--- src/shared/nor_host_pkg.sv ---
// constants, timing and state encoding of the parallel nor flash host controller
// What this block does
// - host holds width select steady, never floating
// - reset pulse long enough, then wait recovery
// - host uses only low byte of status
// - host flags a die change on rsp_die_changed_o and reissues nothing
// - write address on later fall, output enable high
// - read: select, output enable low, strobe high
package nor_host_pkg;

	// ************************************************************
	// clock and timer
	// ************************************************************
	localparam int CLK_PERIOD_NS = 20;
	localparam int TMR_W         = 8;

	// ************************************************************
	// bus timing in nanoseconds, least times
	// ************************************************************
	localparam int MIN_RESET_PULSE_TIME_NS = 500;
	localparam int RESET_ABORT_TIME_NS     = 1000;
	localparam int RESET_TO_READ_DELAY_NS  = 200;
	localparam int RESET_TO_WRITE_DELAY_NS = 200;
	localparam int RANDOM_ACCESS_NS        = 120;
	localparam int PAGE_ACCESS_NS          = 40;
	localparam int ADDR_SETUP_NS           = 20;
	localparam int WRITE_PULSE_NS          = 40;
	localparam int DATA_HOLD_NS            = 20;
	localparam int CS_HIGH_NS              = 40;

	// ************************************************************
	// the same times as whole clock cycles, rounded up
	// ************************************************************
	localparam int RST_HOLD_NS = (MIN_RESET_PULSE_TIME_NS > RESET_ABORT_TIME_NS) ?
	                             MIN_RESET_PULSE_TIME_NS : RESET_ABORT_TIME_NS;
	localparam int WAKE_NS     = (RESET_TO_READ_DELAY_NS > RESET_TO_WRITE_DELAY_NS) ?
	                             RESET_TO_READ_DELAY_NS : RESET_TO_WRITE_DELAY_NS;
	localparam logic [TMR_W-1:0] RST_HOLD_CYC = TMR_W'((RST_HOLD_NS + CLK_PERIOD_NS - 1) / CLK_PERIOD_NS);
	localparam logic [TMR_W-1:0] WAKE_CYC     = TMR_W'((WAKE_NS + CLK_PERIOD_NS - 1) / CLK_PERIOD_NS);
	localparam logic [TMR_W-1:0] ACCESS_CYC   = TMR_W'((RANDOM_ACCESS_NS + CLK_PERIOD_NS - 1) / CLK_PERIOD_NS);
	localparam logic [TMR_W-1:0] PAGE_CYC     = TMR_W'((PAGE_ACCESS_NS + CLK_PERIOD_NS - 1) / CLK_PERIOD_NS);
	localparam logic [TMR_W-1:0] SETUP_CYC    = TMR_W'((ADDR_SETUP_NS + CLK_PERIOD_NS - 1) / CLK_PERIOD_NS);
	localparam logic [TMR_W-1:0] PULSE_CYC    = TMR_W'((WRITE_PULSE_NS + CLK_PERIOD_NS - 1) / CLK_PERIOD_NS);
	localparam logic [TMR_W-1:0] HOLD_CYC     = TMR_W'((DATA_HOLD_NS + CLK_PERIOD_NS - 1) / CLK_PERIOD_NS);
	localparam logic [TMR_W-1:0] CS_HIGH_CYC  = TMR_W'((CS_HIGH_NS + CLK_PERIOD_NS - 1) / CLK_PERIOD_NS);

	// ************************************************************
	// bus shape
	// ************************************************************
	localparam int DATA_W    = 16;
	localparam int DIE_BIT   = 26;
	localparam int PAGE_BITS = 4;

	// ************************************************************
	// controller states
	// ************************************************************
	typedef enum logic [3:0] {
		ST_RST_PULSE = 4'h0,
		ST_RST_WAIT  = 4'h1,
		ST_IDLE      = 4'h2,
		ST_RD_WAIT   = 4'h3,
		ST_WR_SETUP  = 4'h4,
		ST_WR_PULSE  = 4'h5,
		ST_WR_HOLD   = 4'h6,
		ST_RECOVER   = 4'h7
	} state_e;

endpackage

--- src/shared/phase_timer_if.sv ---
// interface between the bus sequencer and its phase timer
`timescale 1ns/10ps
`default_nettype none
interface phase_timer_if;
	import nor_host_pkg::*;
	logic             load;
	logic [TMR_W-1:0] value;
	logic             done;

	modport ctrl  (output load, output value, input done);
	modport timer (input load, input value, output done);
endinterface
`default_nettype wire

--- src/design/phase_timer.sv ---
// down counter that times each bus phase
`timescale 1ns/10ps
`default_nettype none
module phase_timer #(
	parameter logic [nor_host_pkg::TMR_W-1:0] RST_VAL = '0
) (
	input  wire logic  clk_i,
	input  wire logic  sys_rst_i,
	phase_timer_if.timer tmr
);
	import nor_host_pkg::*;

	logic [TMR_W-1:0] cnt_q;
	logic [TMR_W-1:0] cnt_d;

	// a load of n keeps done low for n-1 cycles after the load
	always_comb begin
		if (tmr.load) begin
			cnt_d = tmr.value - TMR_W'(1);
		end else if (cnt_q != '0) begin
			cnt_d = cnt_q - TMR_W'(1);
		end else begin
			cnt_d = '0;
		end
	end

	// register the count
	always_ff @(posedge clk_i) begin
		if (sys_rst_i) begin
			cnt_q <= RST_VAL;
		end else begin
			cnt_q <= cnt_d;
		end
	end

	assign tmr.done = (cnt_q == '0);
endmodule
`default_nettype wire

--- src/design/nor_host.sv ---
// host side sequencer that drives a parallel nor flash over its pins
`timescale 1ns/10ps
`default_nettype none
module nor_host #(
	parameter int ADDR_W = 28
) (
	input  wire logic                              clk_i,
	input  wire logic                              sys_rst_i,
	input  wire logic                              req_valid_i,
	input  wire logic                              req_write_i,
	input  wire logic [ADDR_W-1:0]                 req_addr_i,
	input  wire logic [nor_host_pkg::DATA_W-1:0]   req_wdata_i,
	output logic                                   req_ready_o,
	output logic                                   rsp_valid_o,
	output logic [nor_host_pkg::DATA_W-1:0]        rsp_rdata_o,
	output logic                                   rsp_die_changed_o,
	input  wire logic                              byte_mode_i,
	input  wire logic                              wp_assert_i,
	input  wire logic                              vpp_high_i,
	input  wire logic                              flash_reset_req_i,
	output logic                                   busy_o,
	output logic                                   link_ready_o,
	output logic                                   chip_select_n_o,
	output logic                                   output_enable_n_o,
	output logic                                   write_strobe_n_o,
	output logic                                   width_select_n_o,
	output logic                                   reset_n_o,
	output logic                                   protect_vpp_n_o,
	output logic                                   vpp_high_req_o,
	output logic [ADDR_W-2:0]                      addr_o,
	output logic [14:0]                            dq_o,
	output logic                                   dq_lo_oe_o,
	output logic                                   dq_hi_oe_o,
	input  wire logic [14:0]                       dq_i,
	output logic                                   dq15_or_addr_lsb_o,
	output logic                                   dq15_or_addr_lsb_oe_o,
	input  wire logic                              dq15_or_addr_lsb_i,
	input  wire logic                              ready_busy_n_i
);
	import nor_host_pkg::*;

	// ************************************************************
	// state
	// ************************************************************
	state_e              state_q, state_d;
	logic                mode_q, mode_d;        // 1: eight-bit bus
	logic                page_q, page_d;        // read page left open
	logic                pend_q, pend_d;        // request held while a page closes
	logic                pend_wr_q, pend_wr_d;
	logic [ADDR_W-1:0]   pend_addr_q, pend_addr_d;
	logic [DATA_W-1:0]   pend_data_q, pend_data_d;
	logic                last_die_q, last_die_d;
	logic                ready_q, ready_d;
	logic                rsp_q, rsp_d;
	logic [DATA_W-1:0]   rdata_q, rdata_d;
	logic                diechg_q, diechg_d;
	logic                init_q, init_d;
	logic                cs_n_q, cs_n_d;
	logic                oe_n_q, oe_n_d;
	logic                we_n_q, we_n_d;
	logic                rst_n_q, rst_n_d;
	logic [ADDR_W-2:0]   addr_q, addr_d;
	logic [14:0]         dq_q, dq_d;
	logic                lo_oe_q, lo_oe_d;
	logic                hi_oe_q, hi_oe_d;
	logic                lsb_q, lsb_d;
	logic                lsb_oe_q, lsb_oe_d;
	logic                busy_q, prot_n_q, vpp_q;
	logic                wsel_n_q;              // width select pin, low for eight bits

	// current request and its pin mapping
	logic                take;
	logic                have;
	logic                cur_wr;
	logic [ADDR_W-1:0]   cur_addr;
	logic [DATA_W-1:0]   cur_data;
	logic [ADDR_W-2:0]   map_addr;
	logic                map_lsb;
	logic                hit;

	phase_timer_if tmr ();

	phase_timer #(
		.RST_VAL (RST_HOLD_CYC - TMR_W'(1))
	) u_timer (
		.clk_i     (clk_i),
		.sys_rst_i (sys_rst_i),
		.tmr       (tmr.timer)
	);

	// ************************************************************
	// request selection and address mapping
	// ************************************************************
	always_comb begin
		take     = req_ready_q_f();
		have     = pend_q || take;
		cur_wr   = pend_q ? pend_wr_q : req_write_i;
		cur_addr = pend_q ? pend_addr_q : req_addr_i;
		cur_data = pend_q ? pend_data_q : req_wdata_i;
		if (mode_q) begin
			map_addr = cur_addr[ADDR_W-1:1];
			map_lsb  = cur_addr[0];
		end else begin
			map_addr = cur_addr[ADDR_W-2:0];
			map_lsb  = cur_data[DATA_W-1];
		end
		hit = page_q && have && !cur_wr &&
		      (map_addr[ADDR_W-2:PAGE_BITS] == addr_q[ADDR_W-2:PAGE_BITS]);
	end

	function automatic logic req_ready_q_f();
		return ready_q && req_valid_i && !pend_q;
	endfunction

	// ************************************************************
	// sequencer next state
	// ************************************************************
	always_comb begin
		state_d     = state_q;
		mode_d      = mode_q;
		page_d      = page_q;
		pend_d      = pend_q;
		pend_wr_d   = pend_wr_q;
		pend_addr_d = pend_addr_q;
		pend_data_d = pend_data_q;
		last_die_d  = last_die_q;
		ready_d     = ready_q;
		rsp_d       = 1'b0;
		rdata_d     = rdata_q;
		diechg_d    = diechg_q;
		init_d      = init_q;
		cs_n_d      = cs_n_q;
		oe_n_d      = oe_n_q;
		we_n_d      = we_n_q;
		rst_n_d     = rst_n_q;
		addr_d      = addr_q;
		dq_d        = dq_q;
		lo_oe_d     = lo_oe_q;
		hi_oe_d     = hi_oe_q;
		lsb_d       = lsb_q;
		lsb_oe_d    = lsb_oe_q;
		tmr.load    = 1'b0;
		tmr.value   = '0;
		case (state_q)
			ST_RST_PULSE: begin
				if (tmr.done) begin
					rst_n_d   = 1'b1;
					tmr.load  = 1'b1;
					tmr.value = WAKE_CYC;
					state_d   = ST_RST_WAIT;
				end
			end
			ST_RST_WAIT: begin
				if (tmr.done) begin
					init_d  = 1'b1;
					ready_d = 1'b1;
					state_d = ST_IDLE;
				end
			end
			ST_IDLE: begin
				if (take) begin
					ready_d = 1'b0;
				end
				if (page_q && !hit) begin
					// close the page before any other access
					cs_n_d    = 1'b1;
					ready_d   = 1'b0;                               // recovery takes no request
					oe_n_d    = 1'b1;
					page_d    = 1'b0;
					tmr.load  = 1'b1;
					tmr.value = CS_HIGH_CYC;
					state_d   = ST_RECOVER;
					if (take) begin
						pend_d      = 1'b1;
						pend_wr_d   = req_write_i;
						pend_addr_d = req_addr_i;
						pend_data_d = req_wdata_i;
					end
				end else if (have) begin
					pend_d     = 1'b0;
					addr_d     = map_addr;
					diechg_d   = map_addr[DIE_BIT] != last_die_q;
					last_die_d = map_addr[DIE_BIT];
					cs_n_d     = 1'b0;
					tmr.load   = 1'b1;
					if (cur_wr) begin
						oe_n_d    = 1'b1;
						dq_d      = cur_data[14:0];
						lo_oe_d   = 1'b1;
						hi_oe_d   = !mode_q;
						lsb_d     = map_lsb;
						lsb_oe_d  = 1'b1;
						tmr.value = SETUP_CYC;
						state_d   = ST_WR_SETUP;
					end else begin
						oe_n_d    = 1'b0;
						we_n_d    = 1'b1;
						lo_oe_d   = 1'b0;
						hi_oe_d   = 1'b0;
						lsb_d     = map_lsb;
						lsb_oe_d  = mode_q;
						tmr.value = hit ? PAGE_CYC : ACCESS_CYC;
						state_d   = ST_RD_WAIT;
					end
				end
			end
			ST_RD_WAIT: begin
				if (tmr.done) begin
					if (mode_q) begin
						rdata_d = {8'h00, dq_i[7:0]};
					end else begin
						rdata_d = {dq15_or_addr_lsb_i, dq_i};
					end
					rsp_d   = 1'b1;
					page_d  = 1'b1;
					ready_d = 1'b1;
					state_d = ST_IDLE;
				end
			end
			ST_WR_SETUP: begin
				if (tmr.done) begin
					we_n_d    = 1'b0;
					tmr.load  = 1'b1;
					tmr.value = PULSE_CYC;
					state_d   = ST_WR_PULSE;
				end
			end
			ST_WR_PULSE: begin
				if (tmr.done) begin
					we_n_d    = 1'b1;
					tmr.load  = 1'b1;
					tmr.value = HOLD_CYC;
					state_d   = ST_WR_HOLD;
				end
			end
			ST_WR_HOLD: begin
				if (tmr.done) begin
					cs_n_d    = 1'b1;
					lo_oe_d   = 1'b0;
					hi_oe_d   = 1'b0;
					lsb_oe_d  = mode_q;
					rsp_d     = 1'b1;
					tmr.load  = 1'b1;
					tmr.value = CS_HIGH_CYC;
					state_d   = ST_RECOVER;
				end
			end
			ST_RECOVER: begin
				if (tmr.done) begin
					mode_d   = byte_mode_i;
					lsb_oe_d = byte_mode_i;
					ready_d  = !pend_q;
					state_d  = ST_IDLE;
				end
			end
			default: begin
				state_d = ST_RST_PULSE;
			end
		endcase
		// a reset request aborts whatever runs on the bus
		if (flash_reset_req_i && state_q != ST_RST_PULSE) begin
			state_d   = ST_RST_PULSE;
			rst_n_d   = 1'b0;
			cs_n_d    = 1'b1;
			oe_n_d    = 1'b1;
			we_n_d    = 1'b1;
			lo_oe_d   = 1'b0;
			hi_oe_d   = 1'b0;
			lsb_oe_d  = mode_d;
			page_d    = 1'b0;
			pend_d    = 1'b0;
			ready_d   = 1'b0;
			rsp_d     = 1'b0;
			init_d    = 1'b0;
			tmr.load  = 1'b1;
			tmr.value = RST_HOLD_CYC;
		end
	end

	// ************************************************************
	// sequencer registers
	// ************************************************************
	always_ff @(posedge clk_i) begin
		if (sys_rst_i) begin
			state_q     <= ST_RST_PULSE;
			mode_q      <= 1'b0;
			page_q      <= 1'b0;
			pend_q      <= 1'b0;
			pend_wr_q   <= 1'b0;
			pend_addr_q <= '0;
			pend_data_q <= '0;
			last_die_q  <= 1'b0;
			ready_q     <= 1'b0;
			rsp_q       <= 1'b0;
			rdata_q     <= '0;
			diechg_q    <= 1'b0;
			init_q      <= 1'b0;
			cs_n_q      <= 1'b1;
			oe_n_q      <= 1'b1;
			we_n_q      <= 1'b1;
			rst_n_q     <= 1'b0;
			addr_q      <= '0;
			dq_q        <= '0;
			lo_oe_q     <= 1'b0;
			hi_oe_q     <= 1'b0;
			lsb_q       <= 1'b0;
			lsb_oe_q    <= 1'b0;
			wsel_n_q    <= 1'b1;
		end else begin
			state_q     <= state_d;
			mode_q      <= mode_d;
			page_q      <= page_d;
			pend_q      <= pend_d;
			pend_wr_q   <= pend_wr_d;
			pend_addr_q <= pend_addr_d;
			pend_data_q <= pend_data_d;
			last_die_q  <= last_die_d;
			ready_q     <= ready_d;
			rsp_q       <= rsp_d;
			rdata_q     <= rdata_d;
			diechg_q    <= diechg_d;
			init_q      <= init_d;
			cs_n_q      <= cs_n_d;
			oe_n_q      <= oe_n_d;
			we_n_q      <= we_n_d;
			rst_n_q     <= rst_n_d;
			addr_q      <= addr_d;
			dq_q        <= dq_d;
			lo_oe_q     <= lo_oe_d;
			hi_oe_q     <= hi_oe_d;
			lsb_q       <= lsb_d;
			lsb_oe_q    <= lsb_oe_d;
			wsel_n_q    <= !mode_d;
		end
	end

	// ************************************************************
	// protection and status pins
	// ************************************************************
	always_ff @(posedge clk_i) begin
		if (sys_rst_i) begin
			busy_q   <= 1'b0;
			prot_n_q <= 1'b0;
			vpp_q    <= 1'b0;
		end else begin
			busy_q   <= !ready_busy_n_i;
			prot_n_q <= !wp_assert_i;
			vpp_q    <= vpp_high_i && !wp_assert_i;
		end
	end

	assign req_ready_o           = ready_q;
	assign rsp_valid_o           = rsp_q;
	assign rsp_rdata_o           = rdata_q;
	assign rsp_die_changed_o     = diechg_q;
	assign busy_o                = busy_q;
	assign link_ready_o          = init_q;
	assign chip_select_n_o       = cs_n_q;
	assign output_enable_n_o     = oe_n_q;
	assign write_strobe_n_o      = we_n_q;
	assign width_select_n_o      = wsel_n_q;                    // driven always, never floating
	assign reset_n_o             = rst_n_q;
	assign protect_vpp_n_o       = prot_n_q;
	assign vpp_high_req_o        = vpp_q;
	assign addr_o                = addr_q;
	assign dq_o                  = dq_q;
	assign dq_lo_oe_o            = lo_oe_q;
	assign dq_hi_oe_o            = hi_oe_q;
	assign dq15_or_addr_lsb_o    = lsb_q;
	assign dq15_or_addr_lsb_oe_o = lsb_oe_q;
endmodule
`default_nettype wire

--- config.mk ---
export PLATFORM = sky130hd
export DESIGN_NAME = nor_host
export DESIGN_NICKNAME = d
export VERILOG_FILES = /design/src/shared/nor_host_pkg.sv /design/src/shared/phase_timer_if.sv /design/src/design/phase_timer.sv /design/src/design/nor_host.sv
export SDC_FILE = /design/constraint.sdc
export NUM_CORES = 1
export LEC_CHECK = 0
export BUFFER_PORTS_ARGS = -buffer_cell sky130_fd_sc_hd__buf_2
export CAP_MARGIN = 20
export CORE_ASPECT_RATIO = 0.6
export CORE_MARGIN = 1
export CORE_UTILIZATION = 58
export DETAILED_ROUTE_END_ITERATION = 6
export GPL_ROUTABILITY_DRIVEN = 0
export GPL_TIMING_DRIVEN = 0
export HOLD_SLACK_MARGIN = 0.12
export PLACE_DENSITY_LB_ADDON = 0.12
export SLEW_MARGIN = 20
export SYNTH_ARGS = -nofsm -noshare
export SYNTH_HDL_FRONTEND = slang
export SYNTH_SLANG_ARGS = --single-unit
export TNS_END_PERCENT = 5
--- constraint.sdc ---
create_clock -name clk_i -period 7.27 [get_ports clk_i]
set_input_delay 0 -clock clk_i [delete_from_list [all_inputs] [get_ports clk_i]]
set_output_delay 0 -clock clk_i [all_outputs]
set_load 0.03 [all_outputs]
==> results of run 1 <==
## power breakdown
| group | internal, mW | leakage, nW | switching, mW | total [mW] |
|---|---|---|---|---|
| Clock | 0.541 | 0.294 | 0.352 | 0.893 |
| Sequential | 0.734 | 1.07 | 0.00457 | 0.738 |
| Combinational | 0.0648 | 2.03 | 0.0738 | 0.139 |
## worst paths after layout
path | end | from | depth (start not counted)
worst max-delay path | u_timer.cnt_q[4] | pend_q | 12
worst max register to register | u_timer.cnt_q[4] | pend_q | 12
worst min-delay path | busy_o | ready_busy_n_i | 3
worst min register to register | rsp_rdata_o[2] | rsp_rdata_o[2] | 2
## routing by layer
layer  part of all wire, %  vias up  GRT usage, %  routed length [um]
li1                      -     3204             -                   -
met1                    41     3347          52.6                9660
met2                    42      557          58.9               10000
met3                    13       99          14.4                3190
met4                   3.2        2          16.1                 759
met5                 0.055        -             0                  13
## kinds of logic (layout without fill, tap and decap cells)
logic type	count (synthesis)	in the layout	share of synthesized area (%)
buffers and inverters	70	311	4.51
adders and majority gates	3	3	0.557
and+or+nand+nor	272	272	18.1
muxes	113	113	19.8
AOI/OAI and AO/OA	156	156	14.3
DFF	133	133	39.5
xor gates and xnor gates	24	24	3.12
## registers in the layout (all words and copies together), names as in the netlist, 3 cells and up
signal / count
addr_o: 27
pend_addr_q: 28
dq_o: 15
state_q: 3
u_timer.cnt_q: 8
rsp_rdata_o: 16
pend_data_q: 16
## worst max-delay path, cell delays in order (launching register included)
cell and delay (ns):
dfxtp_1 0.51, buf_2 0.37, buf_1 0.59, buf_1 0.45
mux2i_1 0.30, nor3_1 0.68, clkbuf_1 0.52, o21ai_0 0.16
ha_1 0.25, nand2_1 0.07, nor3_1 0.05, o21ai_0 0.18
o311ai_0 0.15
## synth_stat cells, types with 2 or more instances
| cell type | count |
|---|---|
| or3_1 | 7 |
| a21o_1 | 2 |
| dfxtp_1 | 133 |
| nand4_1 | 8 |
| xnor2_1 | 13 |
| nand2_1 | 150 |
| nand3b_1 | 8 |
| o21ai_0 | 37 |
| or4_1 | 3 |
| nor3_1 | 8 |
| and3_1 | 2 |
| buf_1 | 3 |
| o221ai_1 | 3 |
| a41o_1 | 2 |
| ha_1 | 3 |
| a21oi_1 | 55 |
| o2111ai_1 | 2 |
| a221oi_1 | 5 |
| a2bb2oi_1 | 2 |
| nor4_1 | 3 |
| a211oi_1 | 20 |
| o31ai_1 | 3 |
| or3b_2 | 2 |
| clkbuf_1 | 43 |
| nor3b_1 | 3 |
| buf_6 | 2 |
| buf_2 | 9 |
| mux4_2 | 16 |
| o211a_1 | 2 |
| inv_1 | 9 |
| nor2_2 | 2 |
| nor2b_1 | 4 |
| a22oi_1 | 3 |
| buf_4 | 4 |
| xor2_1 | 11 |
| nor2_1 | 39 |
| nand2b_1 | 5 |
| and2_1 | 3 |
| mux2i_1 | 96 |
| nand3_1 | 22 |
| o22ai_1 | 6 |
| a31oi_1 | 3 |
## layout make-up
cell class,instances,area (um^2)
clock buffer,17,425
fill,737,2370
inverter,9,33.8
buffer,61,270
tap,160,200
timing repair buffer,209,1390
multi-input combinational,568,3770
sequential,133,2660
clock inverter,15,178
## repair_timing
item | CTS | global route
hold endpoints to repair | 85 | 0
hold buffers | 68 | 0
gates resized for setup | 0 | 0
endpoints found under the setup margin | 0 | 0
==> key figures, run 1 <==
STA
  • RSZ-0062 raised after global routing: no
  • Fin Hold WS: 0.237 ns
  • Fmax: 0.224 GHz
  • Final Max Tran Viols: 0
  • Final worst slack: 2.81 ns
  • Setup_tns: 0 ns
  • Hold Fails Final Rpt: 0
  • Worst-Margin Slew: 0.844 ns
  • Fin crit share: 61.4%
  • Fin crit period: 4.46 ns
  • Clk_skew: 0.0134 ns
  • # setup viols final: 0
  • Slew margin rel.: 43.7%

Detailed routing
  • First-pass DRT Iterations: 5
  • DR iter-0 viols: 976
  • Wirelength per Cell: 20.2 um
  • WL final: 23.6 mm
  • Vias: 7209
  • Vias per cell: 6.15
  • Post-route ant nets: 0
  • Drt drc: 0

Final layout
  • Utilization after layout: 79.0%
  • Area grow syn2layout: 32.5%
  • Layout cell share with drive strength beyond 1: 21.0%
  • Final instance area: 0.00892 mm^2
  • ANT cells: 0
  • Post-Layout Cell Count: 1172
  • Final #Nets: 1071
  • Commonest cells after routing, fill and taps aside: buf_2, nand2_1, dfxtp_1, mux2i_1, dlygate4sd3_1

Synthesis
  • Post-synth cell types: 57
  • Synth Warn #: 0
  • Top_reg_cell synth: dfxtp_1
  • Post-synth ARST share: 0%
  • Share of the synthesized area in the top cell type: 39.5%
  • Synth Instances: 771
  • Mapped cell area: 0.00674 mm^2
  • Yosys reg bits: 133
  • Area contributors post-synth: dfxtp_1, mux2i_1, nand2_1
  • Synthesized area per cell: 8.74 um^2
  • Syn nets: 843
  • Post-synth EDFFs: 0
  • Synth area leader: dfxtp_1
  • Post-synthesis sequential area ratio: 39.5%

Place
  • Placed insts: 1072
  • Pre-CTS WS: 3.00 ns
  • Port Buf Inserts: 141
  • DP HPWL: 16.0 mm
  • Placed cell areas: 0.00764 mm^2

GRT
  • Global-route wire length before repair: 36.3 mm
  • Total GRT Usage: 39.7%
  • Vias in the first global route: 6844
  • Largest net degree at the start of global routing: 17
  • Antenna violations before repair: 1
  • Total congestion overflow: 0

Status
  • Status: completed

Worst setup path
  • Req. time, crit path: 7.53 ns
  • CP Launch Type: register
  • CP Max Fanout: 10
  • Category of the most critical setup path: reg -> reg
  • Crit end category: register
  • Worst EP arrival: 4.72 ns
  • R2R Setup Slk: 2.81 ns

Job
  • Max_cap viols: 0

Worst hold path
  • Worst Hold Class: in -> reg

Floorplan
  • Initial Util: 59.6%
  • Die extent in y: 85.5 um
  • I/O pin cnt: 143
  • Core box area: 0.0113 mm^2
  • Die W: 141 um
  • # rows: 30
  • Die area: 0.0121 mm^2

Clock tree
  • CTS tree: built
  • Clk Latency, worst-skew pair: 0.43 ns
  • Root Buffer Master: clkbuf_16
  • H-tree depth: 4
  • Longest Clk Path Bufs: 2
  • Inserted Clock Buffers: 17
  • Clk slew on worst S/H paths: 0.06 ns
  • TritonCTS Sinks: 133
  • Setup bufs post-CTS: 0

Power and ir drop
  • P_leak: 3.40 nW
  • Total Power: 1.77 mW
  • Pwr Density: 198 mW/mm^2
  • Worst VDD drop: 0.184 mV
Note: power is estimated with default switching activity, not from simulation.
==> run 2: changes to the inputs <==
- ABC_AREA: unset -> 1
- CORE_UTILIZATION: 58 -> 49
- clock period: 7.27 -> 4.1 ns (I/O delays scaled with it)
==> key figures, run 2 <==
Clock tree
  • TritonCTS Sinks: 133
  • CTS tree: built
  • Root Buffer Master: clkbuf_16
  • H-tree depth: 4
  • Clk slew on worst S/H paths: 0.06 ns
  • Inserted Clock Buffers: 17
  • Setup bufs post-CTS: 0
  • Longest Clk Path Bufs: 2
  • Clk Latency, worst-skew pair: 0.42 ns
  • Cts repair resizes: 0
  • CTS Hold Bufs: 66

Final layout
  • Area grow syn2layout: 33.4%
  • Layout cell share with drive strength beyond 1: 17.4%
  • Multi-input logic area: 0.00322 mm^2
  • ANT cells: 0
  • Max FFs per register: 28
  • Filler cell count: 1145
  • Most flop-heavy register: pend_addr_q
  • Utilization after layout: 69.0%
  • Final #Nets: 1285
  • Post-Layout Cell Count: 1391
  • Register area: 0.00266 mm^2
  • Most common cell after layout, fill and taps aside: nand2_1
  • Commonest cells after routing, fill and taps aside: nand2_1, buf_2, nor2_1, dfxtp_1, nand3_1

Detailed routing
  • First-pass DRT Iterations: 6
  • Drt drc: 0
  • Metal-1 WL: 10.2 mm
  • Vias per cell: 5.26
  • Max Used Layer: met4
  • WL final: 20.9 mm
  • Wirelength per Cell: 15.0 um
  • Vias: 7310
  • Met3 WL: 2.06 mm
  • Post-route ant nets: 0
  • DR iter-0 viols: 668
  • Met2 wire len: 8.42 mm

Power and ir drop
  • Sequential share of power: 40.7%
  • NetSw: 0.965 mW
  • Clock Power Share: 43.1%
  • Worst VDD drop: 0.267 mV
  • Pwr Density: 394 mW/mm^2
  • Sw frac: 28.6%
  • Total Power: 3.37 mW
  • P_leak: 4.17 nW
  • Cell-internal power: 2.41 mW
  • Share of power burned in combinational logic: 16.2%

Synthesis
  • Synth Instances: 986
  • Synthesized area per cell: 6.51 um^2
  • Yosys reg bits: 133
  • Top_reg_cell synth: dfxtp_1
  • Post-synthesis sequential area ratio: 41.5%
  • Share of the synthesized area in the top cell type: 41.5%
  • Synth area leader: dfxtp_1
  • Post-synth cell types: 34
  • Post-synth EDFFs: 0
  • Area contributors post-synth: dfxtp_1, nand2_1, nor2_1
  • Commonest cells post-synth: nand2_1, nor2_1, dfxtp_1
  • Synth Warn #: 0
  • Mapped cell area: 0.00642 mm^2
  • Syn nets: 1058
  • Post-synth ARST share: 0%
  • Most frequent cell after synthesis: nand2_1

Floorplan
  • Initial Util: 51.7%
  • Die area: 0.0136 mm^2
  • # rows: 31
  • I/O pin cnt: 143
  • Die extent in y: 90.6 um
  • Die W: 150 um
  • Core box area: 0.0124 mm^2

Place
  • Pre-CTS WS: 1.23 ns
  • Placed insts: 1293
  • Port Buf Inserts: 142
  • DP HPWL: 15.0 mm

STA
  • Worst-Margin Slew: 0.747 ns
  • Fmax: 0.337 GHz
  • Slew margin rel.: 49.8%
  • RSZ-0062 raised after global routing: no
  • Fin crit period: 2.96 ns
  • Hold Fails Final Rpt: 0
  • Setup_tns: 0 ns
  • # setup viols final: 0
  • Final Max Tran Viols: 0
  • Final worst slack: 1.14 ns
  • Fin crit share: 72.3%
  • Clk_skew: 0.0106 ns

Worst setup path
  • CP Launch Type: register
  • Req. time, crit path: 4.43 ns
  • Category of the most critical setup path: reg -> reg
  • CP Max Fanout: 10
  • Worst EP arrival: 3.30 ns
  • Crit end category: register

GRT
  • Global-route wire length before repair: 33.6 mm
  • Total GRT Usage: 31.9%
  • Total congestion overflow: 0
  • Vias in the first global route: 6668
  • Largest net degree at the start of global routing: 17
  • Antenna violations before repair: 0

Worst hold path
  • Worst Hold Class: in -> reg

Job
  • Max_cap viols: 0

Status
  • Status: completed
## run 2: cell types whose count changed after synthesis, sizes merged, moves of 20 or more
cell | previous run | this run
nor2 | 41 | 161
mux2i | 96 | 4
clkbuf | 43 | 23
nand2 | 150 | 292
inv | 9 | 79
o21ai | 38 | 76
nand3 | 22 | 93
## run 2: power by group through the flow
stage | sequential (mW) | combinational [mW] | clock, mW
CTS | 1.37 | 0.536 | 1.46
detailed placement | 1.40 | 0.482 | 0
finish | 1.37 | 0.548 | 1.45
global placement | 1.40 | 0.480 | 0
floorplan | 1.42 | 0.322 | 0
global route | 1.38 | 0.608 | 1.53
## run 2: path summary, 6_finish.rpt
path                       start                to  slack (ns)  cells after the start
hold / removal       req_valid_i       req_ready_o        0.15                      5
hold reg to reg   rsp_rdata_o[5]    rsp_rdata_o[5]        0.46                      2
setup reg to reg      state_q[0]  u_timer.cnt_q[4]        1.14                     13
setup / recovery      state_q[0]  u_timer.cnt_q[4]        1.14                     13
## run 2: kinds of logic (layout without fill, tap and decap cells)
| logic type | Yosys count | in the layout | synth area share (%) |
|---|---|---|---|
| simple gates | 558 | 558 | 35.7 |
| compound gates | 153 | 153 | 12.5 |
| flops | 133 | 133 | 41.5 |
| buf+inv | 130 | 370 | 8.35 |
| xor+xnor | 5 | 5 | 0.682 |
| mux | 4 | 4 | 0.624 |
| fa+ha+maj | 3 | 3 | 0.585 |
## run 2: metrics by stage
step / hold WS [ns] / instance area (um^2)
floorplan: 0.0667 / 6420
global placement: 0.151 / 7330
detailed placement: 0.157 / 7330
CTS: 0.143 / 8560
global route: 0.179 / 8560
finish: 0.154 / 8560
## run 2: metal layers
layer / up-vias / track usage, %
met1: 3314 / 46.5
met2: 337 / 45.6
met5: - / 0
li1: 3626 / -
met3: 33 / 9.80
met4: 0 / 6.99
## run 2: critical path: stages, from the launching register on
cell	delay (ns)
dfxtp_1	0.30
clkbuf_1	0.19
nor2_1	0.21
inv_1	0.11
nor2_4	0.25
inv_1	0.19
nor4_2	0.59
o21ai_0	0.23
nand2_1	0.16
ha_1	0.22
nand4_1	0.14
o21ai_0	0.11
a21oi_1	0.08
o31ai_1	0.08
## run 2: final cells by class
class                   count  share of cell area (%)
multi-input cells         723                    37.6
flip-flops and latches    133                    31.1
clock buffers              22                    5.77
repair buffers            208                    16.0
plain buffers              51                    2.76
well taps                 165                    2.41
inverters                  79                    3.49
clock inverters            10                   0.833
